<file path="config.mk">
export PLATFORM = sky130hd
export DESIGN_NAME = pbip_top
export DESIGN_NICKNAME = d
export VERILOG_FILES = /design/src/logic/pbip_pkg.sv /design/src/logic/pbip_sync.sv /design/src/logic/pbip_drive.sv /design/src/logic/pbip_top.sv
export VERILOG_INCLUDE_DIRS = /design/src /design/src/logic
export SDC_FILE = /design/constraint.sdc
export NUM_CORES = 1
export LEC_CHECK = 0
export ABC_AREA = 1
export BUFFER_PORTS_ARGS = -buffer_cell sky130_fd_sc_hd__buf_4
export CORE_MARGIN = 3
export CORE_UTILIZATION = 49
export CTS_CLUSTER_DIAMETER = 120
export DETAILED_ROUTE_END_ITERATION = 16
export GPL_ROUTABILITY_DRIVEN = 0
export PLACE_DENSITY = 0.85
export SETUP_SLACK_MARGIN = 0.5
export SLEW_MARGIN = 20
export SYNTH_ARGS = -nofsm -noshare
export SYNTH_HDL_FRONTEND = slang
export SYNTH_SLANG_ARGS = --single-unit
</file>
<file path="constraint.sdc">
create_clock -name aclk -period 4.3 [get_ports aclk]
set_clock_uncertainty 0.15 [all_clocks]
set_input_delay 0.86 -clock aclk [delete_from_list [all_inputs] [get_ports aclk]]
set_output_delay 0.86 -clock aclk [all_outputs]
set_load 0.1 [all_outputs]
</file>
<file path="src/logic/pbip_cfg.svh">
// Register indexes, reset values and field positions of the port block
`ifndef PBIP_CFG_SVH
`define PBIP_CFG_SVH

// ----------------------------------------------------------------
// Register indexes (byte address is four times the index)
// ----------------------------------------------------------------
`define PBIP_IDX_P0_LEVEL   16'hFFD0
`define PBIP_IDX_P0_ASEL    16'hFFEF
`define PBIP_IDX_DATA       16'hFFD8
`define PBIP_IDX_DIR        16'hFFE8
`define PBIP_IDX_FUNC       16'hFFF0
`define PBIP_IDX_SCLK       16'hFFF1

// ----------------------------------------------------------------
// Reset values
// ----------------------------------------------------------------
`define PBIP_P0_ASEL_RST    8'h00
`define PBIP_DATA_RST       8'h00
`define PBIP_DIR_RST        8'h00
`define PBIP_FUNC_RST       8'h00
`define PBIP_SCLK_RST       2'h0

// ----------------------------------------------------------------
// Fields and answers
// ----------------------------------------------------------------
`define PBIP_SCLK_A_EXT     0
`define PBIP_SCLK_B_EXT     1
`define PBIP_RESP_OKAY      2'h0
`define PBIP_RESP_SLVERR    2'h2
`define PBIP_ADDR_W         18

`endif

</file>
<file path="src/logic/pbip_pkg.sv">
// Types shared by the port block modules
package pbip_pkg;

    typedef enum logic {PBIP_WR_IDLE, PBIP_WR_RESP} pbip_wr_e;

    typedef enum logic {PBIP_RD_IDLE, PBIP_RD_DATA} pbip_rd_e;

    // Drive of the eight standard pins, all registered
    typedef struct packed {
        logic [7:0] pmos_on;
        logic [7:0] nmos_on;
        logic [7:0] pullup_on;
        logic [7:0] pin_o;
        logic [7:0] pin_oe;
    } pbip_drv_s;

    // Per-pin peripheral request
    typedef struct packed {
        logic [7:0] out;
        logic [7:0] oe;
    } pbip_per_s;

endpackage

</file>
<file path="src/logic/pbip_sync.sv">
// Two flip-flop synchroniser for pin levels
module pbip_sync #(
    parameter int W = 8
) (
    // Clock and reset
    input  wire logic         aclk,
    input  wire logic         aresetn,
    // Data
    input  wire logic [W-1:0] d,
    output logic      [W-1:0] q
);

    logic [W-1:0] meta_r;

    always_ff @(posedge aclk)
    begin
        if (!aresetn)
        begin
            meta_r <= '0;
            q      <= '0;
        end
        else
        begin
            meta_r <= d;
            q      <= meta_r;
        end
    end

endmodule

</file>
<file path="src/logic/pbip_drive.sv">
// Output buffer decode of the standard I/O pins
module pbip_drive
    import pbip_pkg::*;
#(
    parameter bit PULLUP_BUILT = 1'b1
) (
    // Clock and reset
    input  wire logic            aclk,
    input  wire logic            aresetn,
    // Control
    input  wire logic      [7:0] data,
    input  wire logic      [7:0] dir,
    input  wire logic      [7:0] func,
    input  wire logic      [7:0] in_only,
    input  wire pbip_pkg::pbip_per_s per,
    // Pad drive
    output pbip_pkg::pbip_drv_s  drv
);

    logic [7:0] oe_w;
    logic [7:0] out_w;

    always_comb
    begin
        out_w = (func & per.out) | (~func & data);
        oe_w  = ((func & per.oe) | (~func & dir)) & ~in_only;
    end

    always_ff @(posedge aclk)
    begin
        if (!aresetn)
        begin
            drv.pmos_on   <= 8'h00;
            drv.nmos_on   <= 8'h00;
            drv.pin_o     <= 8'h00;
            drv.pin_oe    <= 8'h00;
            drv.pullup_on <= PULLUP_BUILT ? 8'hFF : 8'h00;
        end
        else
        begin
            drv.pmos_on   <= oe_w & out_w;
            drv.nmos_on   <= oe_w & ~out_w;
            drv.pin_o     <= out_w;
            drv.pin_oe    <= oe_w;
            // Pull-up is not a function of direction or data
            drv.pullup_on <= PULLUP_BUILT ? 8'hFF : 8'h00;
        end
    end

endmodule

</file>
<file path="src/logic/pbip_top.sv">
// Port 0 input port and standard I/O port with AXI4-Lite registers
`include "pbip_cfg.svh"

module pbip_top
    import pbip_pkg::*;
#(
    parameter bit PULLUP_BUILT = 1'b1,
    parameter int SCLK_A_BIT   = 1,
    parameter int SCLK_B_BIT   = 4
) (
    // Clock and reset
    input  wire logic                    aclk,
    input  wire logic                    aresetn,
    // AXI4-Lite write address
    input  wire logic [`PBIP_ADDR_W-1:0] s_axi_awaddr,
    input  wire logic [2:0]              s_axi_awprot,
    input  wire logic                    s_axi_awvalid,
    output logic                         s_axi_awready,
    // AXI4-Lite write data
    input  wire logic [31:0]             s_axi_wdata,
    input  wire logic [3:0]              s_axi_wstrb,
    input  wire logic                    s_axi_wvalid,
    output logic                         s_axi_wready,
    // AXI4-Lite write response
    output logic [1:0]                   s_axi_bresp,
    output logic                         s_axi_bvalid,
    input  wire logic                    s_axi_bready,
    // AXI4-Lite read address
    input  wire logic [`PBIP_ADDR_W-1:0] s_axi_araddr,
    input  wire logic [2:0]              s_axi_arprot,
    input  wire logic                    s_axi_arvalid,
    output logic                         s_axi_arready,
    // AXI4-Lite read data
    output logic [31:0]                  s_axi_rdata,
    output logic [1:0]                   s_axi_rresp,
    output logic                         s_axi_rvalid,
    input  wire logic                    s_axi_rready,
    // Port 0 pins and converter routing
    input  wire logic [7:0]              p0_pin_i,
    output logic      [7:0]              p0_adc_route,
    output logic      [7:0]              p0_gen_in,
    // Standard I/O pins
    input  wire logic [7:0]              std_pin_i,
    output logic      [7:0]              std_pin_o,
    output logic      [7:0]              std_pin_oe,
    output logic      [7:0]              std_pmos_on,
    output logic      [7:0]              std_nmos_on,
    output logic      [7:0]              std_pullup_on,
    // On-chip peripherals
    input  wire pbip_pkg::pbip_per_s     per_req,
    output logic      [7:0]              per_sel,
    output logic      [7:0]              per_in,
    output logic      [1:0]              sclk_ext,
    // Power mode
    input  wire logic                    low_power
);

    // ----------------------------------------------------------------
    // Parameter checks
    // ----------------------------------------------------------------
    if (SCLK_A_BIT < 0 || SCLK_A_BIT > 7 || SCLK_B_BIT < 0 ||
        SCLK_B_BIT > 7 || SCLK_A_BIT == SCLK_B_BIT)
    begin : g_bad_sclk
        $error("pbip_top: serial clock pin positions out of range");
    end

    // ----------------------------------------------------------------
    // Functions
    // ----------------------------------------------------------------
    function automatic logic [7:0] pick(input logic [7:0] sel,
                                        input logic [7:0] a,
                                        input logic [7:0] b);
        pick = (sel & a) | (~sel & b);
    endfunction

    function automatic logic [15:0] widx(input logic [`PBIP_ADDR_W-1:0] a);
        widx = a[`PBIP_ADDR_W-1:2];
    endfunction

    // ----------------------------------------------------------------
    // Declarations
    // ----------------------------------------------------------------
    logic [7:0]  an_sel_r;
    logic [7:0]  data_r;
    logic [7:0]  dir_r;
    logic [7:0]  func_r;
    logic [1:0]  sclk_r;
    logic [7:0]  p0_sync;
    logic [7:0]  std_sync;
    logic [7:0]  in_only;
    logic [7:0]  p0_level;
    logic [7:0]  std_level;
    pbip_drv_s   drv;
    pbip_wr_e    wr_st_r;
    pbip_rd_e    rd_st_r;
    logic        wr_fire;
    logic        rd_fire;
    logic [15:0] wr_idx;
    logic [15:0] rd_idx;
    logic [7:0]  wr_byte;
    logic        wr_lane;
    logic        wr_hit;
    logic [31:0] rdata_nxt;
    logic        rd_hit;

    // ----------------------------------------------------------------
    // Pin synchronisers
    // ----------------------------------------------------------------
    pbip_sync #(
        .W       (8)
    ) u_p0_sync (
        .aclk    (aclk),
        .aresetn (aresetn),
        .d       (p0_pin_i),
        .q       (p0_sync)
    );

    pbip_sync #(
        .W       (8)
    ) u_std_sync (
        .aclk    (aclk),
        .aresetn (aresetn),
        .d       (std_pin_i),
        .q       (std_sync)
    );

    // ----------------------------------------------------------------
    // Write channel
    // ----------------------------------------------------------------
    // Address and data are taken together so no skid storage is needed
    always_comb
    begin
        wr_fire       = (wr_st_r == PBIP_WR_IDLE) &&
                        s_axi_awvalid && s_axi_wvalid;
        s_axi_awready = wr_fire;
        s_axi_wready  = wr_fire;
        wr_idx        = widx(s_axi_awaddr);
        wr_byte       = s_axi_wdata[7:0];
        wr_lane       = s_axi_wstrb[0];
        wr_hit        = (wr_idx == `PBIP_IDX_P0_LEVEL) ||
                        (wr_idx == `PBIP_IDX_P0_ASEL) ||
                        (wr_idx == `PBIP_IDX_DATA) ||
                        (wr_idx == `PBIP_IDX_DIR) ||
                        (wr_idx == `PBIP_IDX_FUNC) ||
                        (wr_idx == `PBIP_IDX_SCLK);
    end

    always_ff @(posedge aclk)
    begin
        if (!aresetn)
        begin
            wr_st_r      <= PBIP_WR_IDLE;
            s_axi_bresp  <= `PBIP_RESP_OKAY;
        end
        else
        begin
            unique case (wr_st_r)
                PBIP_WR_IDLE:
                begin
                    if (wr_fire)
                    begin
                        wr_st_r     <= PBIP_WR_RESP;
                        s_axi_bresp <= wr_hit ? `PBIP_RESP_OKAY
                                              : `PBIP_RESP_SLVERR;
                    end
                end
                PBIP_WR_RESP:
                begin
                    if (s_axi_bready)
                    begin
                        wr_st_r <= PBIP_WR_IDLE;
                    end
                end
            endcase
        end
    end

    assign s_axi_bvalid = (wr_st_r == PBIP_WR_RESP);

    // ----------------------------------------------------------------
    // Registers
    // ----------------------------------------------------------------
    always_ff @(posedge aclk)
    begin
        if (!aresetn)
        begin
            an_sel_r <= `PBIP_P0_ASEL_RST;
        end
        else if (wr_fire && wr_lane && wr_idx == `PBIP_IDX_P0_ASEL)
        begin
            an_sel_r <= wr_byte;
        end
    end

    // Input-level index has no storage, so a write there is dropped
    always_ff @(posedge aclk)
    begin
        if (!aresetn)
        begin
            data_r <= `PBIP_DATA_RST;
            dir_r  <= `PBIP_DIR_RST;
            func_r <= `PBIP_FUNC_RST;
            sclk_r <= `PBIP_SCLK_RST;
        end
        else if (wr_fire && wr_lane)
        begin
            if (wr_idx == `PBIP_IDX_DATA)
            begin
                data_r <= wr_byte;
            end
            if (wr_idx == `PBIP_IDX_DIR)
            begin
                dir_r <= wr_byte;
            end
            if (wr_idx == `PBIP_IDX_FUNC)
            begin
                func_r <= wr_byte;
            end
            if (wr_idx == `PBIP_IDX_SCLK)
            begin
                sclk_r <= wr_byte[1:0];
            end
        end
    end

    // ----------------------------------------------------------------
    // Port 0
    // ----------------------------------------------------------------
    // No output exists for these pins at all
    assign p0_adc_route = an_sel_r;
    assign p0_gen_in    = p0_sync & ~an_sel_r;
    assign p0_level     = pick(an_sel_r, 8'hFF, p0_sync);

    // ----------------------------------------------------------------
    // Standard port
    // ----------------------------------------------------------------
    always_comb
    begin
        in_only = 8'h00;
        in_only[SCLK_A_BIT] = sclk_r[`PBIP_SCLK_A_EXT];
        in_only[SCLK_B_BIT] = sclk_r[`PBIP_SCLK_B_EXT];
    end

    pbip_drive #(
        .PULLUP_BUILT (PULLUP_BUILT)
    ) u_drive (
        .aclk    (aclk),
        .aresetn (aresetn),
        .data    (data_r),
        .dir     (dir_r),
        .func    (func_r),
        .in_only (in_only),
        .per     (per_req),
        .drv     (drv)
    );

    assign std_pin_o     = drv.pin_o;
    assign std_pin_oe    = drv.pin_oe;
    assign std_pmos_on   = drv.pmos_on;
    assign std_nmos_on   = drv.nmos_on;
    assign std_pullup_on = drv.pullup_on;
    assign per_sel       = func_r;
    assign sclk_ext      = sclk_r;

    // Peripheral pins read the pin level; plain outputs read the latch
    assign std_level = pick(dir_r & ~func_r, data_r, std_sync);

    // Low-power mode does not gate peripheral inputs; floating pins
    // will draw extra current, which software must avoid.
    assign per_in = std_sync;

    // ----------------------------------------------------------------
    // Read channel
    // ----------------------------------------------------------------
    always_comb
    begin
        rd_fire   = (rd_st_r == PBIP_RD_IDLE) && s_axi_arvalid;
        rd_idx    = widx(s_axi_araddr);
        rdata_nxt = 32'h0000_0000;
        rd_hit    = 1'b1;
        unique case (rd_idx)
            `PBIP_IDX_P0_LEVEL: rdata_nxt[7:0] = p0_level;
            `PBIP_IDX_P0_ASEL:  rdata_nxt[7:0] = 8'h00;
            `PBIP_IDX_DATA:     rdata_nxt[7:0] = std_level;
            `PBIP_IDX_DIR:      rdata_nxt[7:0] = dir_r;
            `PBIP_IDX_FUNC:     rdata_nxt[7:0] = func_r;
            `PBIP_IDX_SCLK:     rdata_nxt[1:0] = sclk_r;
            default:            rd_hit = 1'b0;
        endcase
    end

    assign s_axi_arready = (rd_st_r == PBIP_RD_IDLE);
    assign s_axi_rvalid  = (rd_st_r == PBIP_RD_DATA);

    always_ff @(posedge aclk)
    begin
        if (!aresetn)
        begin
            rd_st_r     <= PBIP_RD_IDLE;
            s_axi_rdata <= 32'h0000_0000;
            s_axi_rresp <= `PBIP_RESP_OKAY;
        end
        else
        begin
            unique case (rd_st_r)
                PBIP_RD_IDLE:
                begin
                    if (rd_fire)
                    begin
                        rd_st_r     <= PBIP_RD_DATA;
                        s_axi_rdata <= rdata_nxt;
                        s_axi_rresp <= rd_hit ? `PBIP_RESP_OKAY
                                              : `PBIP_RESP_SLVERR;
                    end
                end
                PBIP_RD_DATA:
                begin
                    if (s_axi_rready)
                    begin
                        rd_st_r <= PBIP_RD_IDLE;
                    end
                end
            endcase
        end
    end
endmodule

</file>
==> impl_metrics.tcl <==
set metrics [dict create \
    status "finished clean" \
    slew_violations 0 \
    fin_util_pct 66.3 \
    cts_resized 0 \
    ys_warn_count 0 \
    cp_max_fo 5 \
    grtUsageMet1_pct 26.1 \
    viasPerCell 4.74 \
    min_path_type "register to register" \
    grt_pass1_wl_um 18000 \
    dp_hpwl_um 8920 \
    rsz0062_at_grt "no" \
    ios 233 \
    track_usage_pct 21.3 \
    clkTransAtPathRegs_ns 0.10 \
    grt_antenna_before_repair 0 \
    cts-root-buf "clkbuf_8" \
    timing.max_cap.violations 0 \
    ys_ff_latch 110 \
    grt_overflow 0 \
    grtUsageMet2_pct 38.0 \
    critPathLaunchType "primary input" \
    setup_violations 0 \
    slew_headroom_pct 51.7 \
    nNetsFinal 890 \
    syn2layout_area_growth_pct 28.2 \
    first_global_vias 3958 \
    vdd_ir_drop_max_mv 0.220 \
    busiest_layer "met2" \
    hold_buffers 0 \
    final_cell_mix "buf_4 (161), nand2_1 (128), dfxtp_1 (110)" \
    portBuffers 160 \
    postCtsSetupBuffers 0 \
    dieHeight_um 103 \
    instances_no_fill 903 \
    synth_simple_gate_area_share_pct 26.4 \
    core_area_sq_um 8980 \
    h-tree-depth 3 \
    die_x_um 103 \
    fmax_mhz 402 \
    powerDensity_nw_per_um2 334 \
    crit_required_ns 3.29 \
    diodes 0 \
    synth_top_cell_by_area "dfxtp_1" \
    clock_sinks 110 \
    cp.arrival_ns 1.48 \
    yosysTopAreaCellShare_pct 47.4 \
    tritoncts "yes" \
    clk_path_buf_depth 2 \
    critical_path_class "primary input to output port" \
    syn_area_sq_um 4640 \
    period_share_pct 57.9 \
    min_period_ns 2.49 \
    grt_max_degree 76 \
    postRouteAntennaNets 0 \
    layout_commonest_cell "buf_4" \
    tns_ns 0 \
    cts_buffers 9 \
    placementRows 34 \
    place_inst 887 \
    cp-end-kind "output port" \
    worst_pin_slew_ns 0.723 \
    synth_compound_area_share_pct 10.3 \
    start_util_pct 51.7 \
    drc 0 \
    met3_usage_pct 3.82 \
    synth_cell_types 28 \
    synth_top_cells_by_area "dfxtp_1 (47%), nand2_1 (10%), inv_1 (7.5%), buf_4 (6.0%), nand3_1 (4.7%)" \
    wl_um 11800 \
    first_pass_iters 5 \
    drt_iter0_markers 205 \
    wl_per_cell_um 13.1 \
    vias 4280 \
    holdWs_ns 0.275 \
    syn_area_per_cell_sq_um 7.48 \
    synth_adder_area_share_pct 0 \
    drive_gt1_share_pct 27.5 \
    power.leakage_nw 3.23 \
    hold_viol_final 0 \
    synth-xor-area-share_pct 0 \
    syn_inst 621 \
    die_area_sq_um 10700 \
    clock_latency_ns 0.36 \
    synthMuxAreaShare_pct 0 \
    synth_top_family_by_area "simple AND/OR/NAND/NOR gates" \
    seq_area_frac_synth_pct 47.4 \
]
## area by class of cell
type                       instances  area [sq um]
clock buffer                      10           138
clock inverter                     6          50.0
multi-input combinational        393          1830
inverter                          97           364
fill                             753          3020
sequential                       110          2200
tap                              126           158
timing repair buffer             161          1210
## cells in the mapped netlist (all sizes together)
cell type  count
o21bai         1
buf           44
nand3b         1
dfxtp        110
nand2        130
a211oi         2
clkbuf         9
and3           1
conb           2
or2           14
nor2          64
nand3         44
a21oi         41
nor3           4
nand4         10
inv           97
o21ai         46
o21a           1
## stage by stage
stage | setup WS [ns] | instance area, sq um | total power [mW]
floorplan | 1.23 | 4760 | 1.35
finish | 1.81 | 5950 | 1.99
global placement | 1.81 | 5760 | 1.41
global route | 1.77 | 5950 | 2.05
CTS | 1.80 | 5950 | 1.99
detailed placement | 1.74 | 5760 | 1.42
## flip-flops by register name, indices dropped and copies added, names as in the netlist
register / flops
u_std_sync.q: 8
u_p0_sync.meta_r: 8
s_axi_bvalid: 1
s_axi_rvalid: 1
sclk_ext: 2
u_p0_sync.q: 8
s_axi_rdata: 8
data_r: 8
u_drive.drv: 32
p0_adc_route: 8
s_axi_rresp: 1
s_axi_bresp: 1
u_std_sync.meta_r: 8
per_sel: 8
dir_r: 8
## power breakdown
group,internal [mW],total (mW),leakage (nW),switching (mW)
sequential,1.04,1.04,0.894,0.00738
clock,0.234,0.591,0.0899,0.357
combinational,0.0768,0.352,2.25,0.275
total,1.35,1.99,3.23,0.640
## metal layers
layer	part of all wire (%)	vias up
met3	8.1	13
li1	-	2164
met2	50	191
met5	0	-
met4	1.2	0
met1	40	1912
## critical path: stages
cell	delay [ns]
buf_4	0.08
nand2_1	0.07
nor2_4	0.15
buf_4	0.32
## worst paths after layout
| kind | startpoint | end | depth (start not counted) | slack, ns |
|---|---|---|---|---|
| worst min register to register | u_p0_sync.meta_r[3] | u_p0_sync.q[3] | 2 | 0.27 |
| worst max register to register | s_axi_bvalid | per_sel[5] | 5 | 2.44 |
| worst max-delay path | s_axi_wvalid | s_axi_awready | 4 | 1.81 |
| worst min-delay path | u_p0_sync.meta_r[3] | u_p0_sync.q[3] | 2 | 0.27 |
## cells by family after synthesis
| logic type | count (synthesis) |
|---|---|
| and+or+nand+nor | 268 |
| buffers and inverters | 150 |
| AOI/OAI and AO/OA | 91 |
| other | 2 |
| DFF | 110 |
(Power assumes the default switching activity.)
